===== src/rtl/adc_mode_defines.svh =====
// Constants for the ADC conversion mode control register.
`ifndef ADC_MODE_DEFINES_SVH
`define ADC_MODE_DEFINES_SVH
// How it works
// - Done flag sets after single or block end
// - Flag clears on interrupt vector or software
// - Block enable bit self-clears at block end
// - Address strobe stops while block enable waits
// - Repeat bit restarts conversion after each one
// - One-shot bit runs one conversion, then clears
// - Block mode takes channel from memory sequence
// - Register at D8H, resets 00H, bit addressable
// - Codes map inputs, temperature, DACs, ground
// - Timer two overflow triggers when enabled
// - Low pulse on start pin triggers when enabled
`define ADC_MODE_ADDR     8'hD8
`define ADC_MODE_RESET    8'h00
`define BIT_DONE          7
`define BIT_BLOCK         6
`define BIT_REPEAT        5
`define BIT_ONE_SHOT      4
`define CHAN_HI           3
`define CHAN_LO           0
`define CHAN_TEMP         4'h8
`define CHAN_DAC0         4'h9
`define CHAN_DAC1         4'hA
`define CHAN_AGND         4'hB
`define MIN_PULSE_NS      100
`define CLK_PERIOD_NS     8
`define MIN_PULSE_CYC     ((`MIN_PULSE_NS + `CLK_PERIOD_NS - 1) / `CLK_PERIOD_NS)
`endif


===== src/rtl/adc_mode_pkg.sv =====
// Types for the ADC conversion mode control block.
package adc_mode_pkg;
  typedef enum logic [1:0] {
    ST_IDLE  = 2'b00,
    ST_CONV  = 2'b01,
    ST_BLOCK = 2'b10
  } conv_state_t;
  typedef enum logic [1:0] {
    SRC_ANALOG = 2'b00,
    SRC_TEMP   = 2'b01,
    SRC_DAC    = 2'b10,
    SRC_GROUND = 2'b11
  } chan_src_t;
endpackage : adc_mode_pkg


===== src/rtl/start_trig_if.sv =====
// Start trigger bundle between the pin filter and the control logic.
interface start_trig_if;
  logic pin_enable;
  logic pin_start;
  modport filt (input pin_enable, output pin_start);
  modport ctrl (output pin_enable, input pin_start);
endinterface : start_trig_if


===== src/rtl/adc_mode_control.sv =====
// ADC conversion mode control register and conversion sequencer.
`include "adc_mode_defines.svh"
module adc_mode_control #(
  parameter int CONV_CYCLES = 16
) (
  input  wire logic                    clk,
  input  wire logic                    sys_rst,
  input  wire logic [7:0]              sfr_addr,
  input  wire logic [7:0]              sfr_wdata,
  input  wire logic                    sfr_wr,
  input  wire logic                    bit_wr,
  input  wire logic [2:0]              bit_sel,
  input  wire logic                    bit_val,
  output logic [7:0]                   sfr_rdata,
  input  wire logic                    irq_vector_ack,
  input  wire logic                    timer_two_trigger_enable,
  input  wire logic                    pin_trigger_enable,
  input  wire logic                    timer_two_overflow,
  input  wire logic                    ext_conv_start_pin_n,
  input  wire logic                    block_last_conv,
  input  wire logic [3:0]              block_chan,
  input  wire logic                    core_ale,
  output logic                         ale_out,
  output logic                         conv_start,
  output logic [3:0]                   conv_chan,
  output adc_mode_pkg::chan_src_t      conv_src,
  output logic                         conv_busy,
  output logic                         conv_done_flag
);
  import adc_mode_pkg::*;

  if (CONV_CYCLES < 2 || CONV_CYCLES > 255) begin : g_bad_cycles
    $error("CONV_CYCLES out of range");
  end

  // ************************************************************
  // Register and start sources
  // ************************************************************
  logic [7:0]  reg_q;
  logic [7:0]  reg_d;
  logic [7:0]  cnt_q;
  conv_state_t state_q;
  logic        sel_hit;
  logic        conv_end;
  logic        block_end;
  logic        hw_start;
  logic        sw_start;
  logic        any_start;
  logic        next_start;
  logic        use_block;
  start_trig_if trig ();

  assign trig.pin_enable = pin_trigger_enable;
  start_pin_filter u_pin (
    .clk                  (clk),
    .sys_rst              (sys_rst),
    .ext_conv_start_pin_n (ext_conv_start_pin_n),
    .trig                 (trig)
  );

  assign sel_hit   = (sfr_addr == `ADC_MODE_ADDR);
  assign conv_end  = (state_q != ST_IDLE) && (cnt_q == 8'h01);
  assign block_end = conv_end && (state_q == ST_BLOCK) && block_last_conv;
  assign hw_start  = (timer_two_trigger_enable & timer_two_overflow) | trig.pin_start;
  assign sw_start  = reg_q[`BIT_ONE_SHOT] | reg_q[`BIT_REPEAT];
  // One OR of all sources: coincident requests give a single start.
  assign any_start = (state_q == ST_IDLE) && (hw_start | sw_start | reg_q[`BIT_BLOCK]);
  // Block relaunches count as starts, so the channel is taken once per conversion and then held.
  assign next_start = any_start || (state_q == ST_BLOCK && conv_end && !block_last_conv);
  assign use_block  = (state_q == ST_IDLE) ? reg_q[`BIT_BLOCK] : (state_q == ST_BLOCK);

  always_comb begin
    reg_d = reg_q;
    if (sel_hit && sfr_wr) begin
      reg_d = sfr_wdata;
    end else if (sel_hit && bit_wr) begin
      reg_d[bit_sel] = bit_val;
    end
    if (irq_vector_ack) begin
      reg_d[`BIT_DONE] = 1'b0;
    end
    // Hardware set wins over a same-cycle clear.
    if (conv_end && (state_q == ST_CONV)) begin
      reg_d[`BIT_DONE]     = 1'b1;
      reg_d[`BIT_ONE_SHOT] = 1'b0;
    end
    if (block_end) begin
      reg_d[`BIT_DONE]  = 1'b1;
      reg_d[`BIT_BLOCK] = 1'b0;
    end
  end

  always_ff @(posedge clk or posedge sys_rst) begin
    if (sys_rst) begin
      reg_q <= `ADC_MODE_RESET;
    end else begin
      reg_q <= reg_d;
    end
  end

  // ************************************************************
  // Conversion sequencer
  // ************************************************************
  always_ff @(posedge clk or posedge sys_rst) begin
    if (sys_rst) begin
      state_q <= ST_IDLE;
      cnt_q   <= 8'h00;
    end else begin
      case (state_q)
        ST_IDLE: begin
          if (any_start) begin
            state_q <= reg_q[`BIT_BLOCK] ? ST_BLOCK : ST_CONV;
            cnt_q   <= 8'(CONV_CYCLES);
          end
        end
        ST_CONV: begin
          cnt_q <= cnt_q - 8'h01;
          if (conv_end) begin
            // Repeat mode drops through idle for one cycle, then restarts.
            state_q <= ST_IDLE;
          end
        end
        ST_BLOCK: begin
          if (conv_end && !block_last_conv) begin
            cnt_q <= 8'(CONV_CYCLES);
          end else begin
            cnt_q <= cnt_q - 8'h01;
          end
          if (block_end) begin
            state_q <= ST_IDLE;
          end
        end
        default: begin
          state_q <= ST_IDLE;
        end
      endcase
    end
  end

  // ************************************************************
  // Outputs
  // ************************************************************
  always_ff @(posedge clk or posedge sys_rst) begin
    if (sys_rst) begin
      conv_start <= 1'b0;
      conv_chan  <= 4'h0;
      conv_src   <= SRC_ANALOG;
    end else begin
      conv_start <= next_start;
      if (next_start) begin
        conv_chan <= use_block ? block_chan : reg_q[`CHAN_HI:`CHAN_LO];
        if (use_block ? block_chan[`CHAN_HI] : reg_q[`CHAN_HI]) begin
          case (use_block ? block_chan : reg_q[`CHAN_HI:`CHAN_LO])
            `CHAN_TEMP: conv_src <= SRC_TEMP;
            `CHAN_DAC0: conv_src <= SRC_DAC;
            `CHAN_DAC1: conv_src <= SRC_DAC;
            default:    conv_src <= SRC_GROUND;
          endcase
        end else begin
          conv_src <= SRC_ANALOG;
        end
      end
    end
  end

  // Strobe held low only while block mode is armed and not yet running.
  assign ale_out        = (reg_q[`BIT_BLOCK] && state_q != ST_BLOCK) ? 1'b0 : core_ale;
  assign conv_busy      = (state_q != ST_IDLE);
  assign conv_done_flag = reg_q[`BIT_DONE];
  assign sfr_rdata      = sel_hit ? reg_q : 8'h00;
endmodule : adc_mode_control


===== src/rtl/start_pin_filter.sv =====
// Synchroniser and falling-edge detector for the external start pin.
`include "adc_mode_defines.svh"
module start_pin_filter (
  input  wire logic clk,
  input  wire logic sys_rst,
  input  wire logic ext_conv_start_pin_n,
  start_trig_if.filt trig
);
  import adc_mode_pkg::*;
  logic       sync1_q;
  logic       sync2_q;
  logic       prev_q;
  // Delay of the start edge is two cycles; the start pulse is one cycle wide whatever the pin's low time.
  always_ff @(posedge clk or posedge sys_rst) begin
    if (sys_rst) begin
      sync1_q <= 1'b1;
      sync2_q <= 1'b1;
      prev_q  <= 1'b1;
    end else begin
      sync1_q <= ext_conv_start_pin_n;
      sync2_q <= sync1_q;
      prev_q  <= sync2_q;
    end
  end
  assign trig.pin_start = trig.pin_enable & prev_q & ~sync2_q;
endmodule : start_pin_filter


===== config.mk =====
export PLATFORM = sky130hd
export DESIGN_NAME = adc_mode_control
export DESIGN_NICKNAME = d
export VERILOG_FILES = /design/src/rtl/adc_mode_pkg.sv /design/src/rtl/start_trig_if.sv /design/src/rtl/adc_mode_control.sv /design/src/rtl/start_pin_filter.sv
export VERILOG_INCLUDE_DIRS = /design/src /design/src/rtl
export SDC_FILE = /design/constraint.sdc
export NUM_CORES = 1
export LEC_CHECK = 0
export BUFFER_PORTS_ARGS = -buffer_cell sky130_fd_sc_hd__buf_2
export CAP_MARGIN = 15
export CORE_UTILIZATION = 52
export DETAILED_ROUTE_END_ITERATION = 12
export PLACE_DENSITY = 0.8
export SETUP_SLACK_MARGIN = 0.5
export SYNTH_ARGS = -nofsm -noshare
export SYNTH_HDL_FRONTEND = slang
export SYNTH_SLANG_ARGS = --single-unit
export TNS_END_PERCENT = 1

===== constraint.sdc =====
create_clock -name clk -period 2.1 [get_ports clk]
set_input_delay 0 -clock clk [delete_from_list [all_inputs] [get_ports clk]]
set_output_delay 0 -clock clk [all_outputs]
set_load 0.005 [all_outputs]

==> impl_metrics.ini <==
[outcome]
outcome = finished, final reports clean

[power]
leakage_nw = 1.18
power_frac_comb = 0.142
intPower_mw = 0.840
vdd_ir_drop_max_mv = 0.273
seqPwrFrac = 0.536
power_frac_clock = 0.322
switching_share = 0.228
power_switching_mw = 0.248
cellPowerDensity_nw_per_um2 = 442

[setup_path]
crit_chain = inv_1 > ha_4 > nor4b_4 > buf_4 > a21boi_2 > or4_1 > nand3_1
worstPathRequired_ps = 2370
worst_ep_arrival_time_ps = 2130
slowest_stage = or4_1
startpoint_type = flip-flop
worstPathMaxFanout = 4
cp-end-kind = flip-flop
path_class = flip-flop to flip-flop
slowest_delay_ps = 500

[sta]
fin_crit_sh = 0.887
setup_violations = 0
rsz0062_at_grt = true
fin_setup_tns_ps = 0
max_clock_freq_mhz = 537
maxSlewHeadroom = 0.665
tightest_slew_ps = 502
period_minus_slack_ps = 1860
hold_violations = 0
fin_skew_ps = 6.06
drv_slew = 0

[logic_synthesis]
synth.net_count = 230
ys_ff_latch = 28
yosysTopAreaCellShare = 0.340
netlist_top_cells_area = dfrtp_1 (34%), dfstp_2 (4.3%), ha_1 (4.1%), a21oi_1 (3.5%), mux2i_1 (3.3%)
synthArstFlopShare = 1.00
yosys.cell_types.count = 55
ys_seq_area_frac = 0.382
ys.flop_type = dfrtp_1
synth_area_leader_cell = dfrtp_1
ys_warn_count = 0
synth_commonest_cells = dfrtp_1 (25), a21oi_1 (13), inv_1 (11), nand2_1 (11)
yosysMostFrequentCell = dfrtp_1
avgSynthCellArea_sq_um = 9.74
synth_edf_count = 0
syn_inst = 189
syn_area_sq_um = 1840

[die]
start_util = 0.548
die-area_sq_um = 3780
rows = 21
coreArea_sq_um = 3360
die_x_um = 61.5
ios = 53
die_h_um = 61.5

[cts]
cts_tree = built
cts_buffer_depth = 2
cts_root_buf = clkbuf_4
cts_num_sinks = 28
clk_pin_slew_worst_paths_ps = 150
numCtsBuffers = 3
clk_latency_ps = 320
htree_levels = 1

[global_routing]
grt-ovfl-total = 0
grt_pass1_vias = 1567
antenna_found_initial = 0
grt_pass1_wl_um = 7070
track_usage = 0.250
grt_max_degree = 29

[drt]
vias_per_cell = 5.72
drt_iter0_drc = 106
first_pass_iters = 4
num_vias = 1738
remaining_drc_errors = 0
wl_um = 4430
ant_nets = 0
wl_per_cell_um = 14.6

[finish]
drive_gt1_frac = 0.399
fin_nets = 300
n_fill_cell = 270
final_core_util = 0.731
area_growth_pct = 33.5
antennaDiodeCount = 0

[placed_design]
dp_hpwl_um = 3030
portBuffers = 52
gp_congestion = 0.843

[worst_hold_path]
min_path_type = input pin to flip-flop

[job]
drv_cap = 0
-- critical path: cells and delay by family (launching register included) --
kind	cells	cell delay, ps
AOI/OAI and AO/OA	1	70
adders and majority gates	1	190
buffers and inverters	2	280
DFF	1	390
and+or+nand+nor	3	880
-- cells in the final DEF (no fill, tap or decap), types with 2 or more instances in the layout --
cell	synthesis	final
a211oi_1	2	2
a21oi_1	13	13
a31oi_2	0	2
and3_1	9	9
buf_2	2	52
buf_4	1	15
clkbuf_4	0	3
dfrtp_1	25	25
dfstp_2	3	3
dlygate4sd3_1	0	9
ha_1	6	3
ha_4	0	2
inv_1	11	9
inv_2	0	2
mux2_2	3	3
mux2_4	0	5
mux2i_1	6	5
nand2_1	11	11
nand3_1	10	10
nand4_1	2	2
nand4b_1	2	2
nor2_1	10	10
nor3_1	2	2
nor3b_1	2	2
nor4_1	2	2
nor4bb_1	5	3
nor4bb_2	0	2
o211ai_1	3	3
o21a_1	4	4
o21ai_0	5	5
o22ai_1	4	4
xnor2_1	3	3
-- logic make-up (layout without fill, tap and decap cells) --
group / after synthesis / in the layout / synth area share
adder cells (fa/ha/maj): 6 / 6 / 0.0408
AO/OA/AOI/OAI: 48 / 48 / 0.194
multiplexers: 15 / 15 / 0.0890
XOR/XNOR: 3 / 3 / 0.0143
buffers and inverters: 22 / 91 / 0.0482
AND/OR/NAND/NOR: 67 / 67 / 0.232
flip-flops: 28 / 28 / 0.382
-- sequential cells by signal, indices dropped and copies added, names as in the netlist --
signal / flops
cnt_q: 8
reg_q: 8
conv_chan: 4
conv_src: 2
state_q: 2
conv_start: 1
u_pin.prev_q: 1
u_pin.sync1_q: 1
u_pin.sync2_q: 1
-- layout make-up --
cell class              count  area, sq um  share of cell area
repair buffers             76          463               0.188
well taps                  46         57.6              0.0234
multi-input cells         139         1140               0.464
flip-flops and latches     28          704               0.287
clock buffers               3         22.5             0.00916
clock inverters             1         30.0              0.0122
inverters                  11         41.3              0.0168
-- metrics by stage --
stage	setup WS, ps	std cells	hold WS, ps	area [sq um]	power [mW]
after floorplan	151	189	4.48	1880	0.665
after global placement	123	283	80.3	2210	0.730
after detailed placement	10.4	283	82.0	2210	0.730
after CTS	292	302	8.41	2430	1.10
after global routing	178	304	0.333	2460	1.14
final	238	304	23.9	2460	1.09
-- layer usage --
layer  wire length, um  up-vias  global-route usage
li1                  -      845                   -
met1              1980      831               0.354
met2              2210       58               0.419
met3               213        4              0.0336
met4                21        0              0.0349
met5                 0        -                   0
-- worst paths after layout --
path                                from       endpoint  slack [ps]  cells past startpoint
setup / recovery              state_q[1]     state_q[0]         240                      7
hold / removal              sfr_wdata[6]       reg_q[6]          20                      3
setup reg to reg              state_q[1]     state_q[0]         240                      7
hold reg to reg            u_pin.sync1_q  u_pin.sync2_q         370                      0
max in group asynchronous        sys_rst   u_pin.prev_q        1540                      4
min in group asynchronous        sys_rst     state_q[0]         260                      4
-- power by group through the flow --
stage               sequential [mW]  clock (mW)  combinational (mW)
floorplan                     0.587           0              0.0781
global placement              0.592           0               0.137
detailed placement            0.592           0               0.138
CTS                           0.583       0.360               0.154
global route                  0.587       0.382               0.172
finish                        0.583       0.350               0.154
-- what timing repair did --
item / 4_1_cts / 5_1_grt
hold buffers: 9 / 0
endpoints found under the hold margin: 36 / 0
pin swaps: 2 / 1
setup buffers: 6 / 2
resized for setup: 7 / 4
endpoints found under the setup margin: 18 / 18
Note: power is estimated with default switching activity, not from simulation.
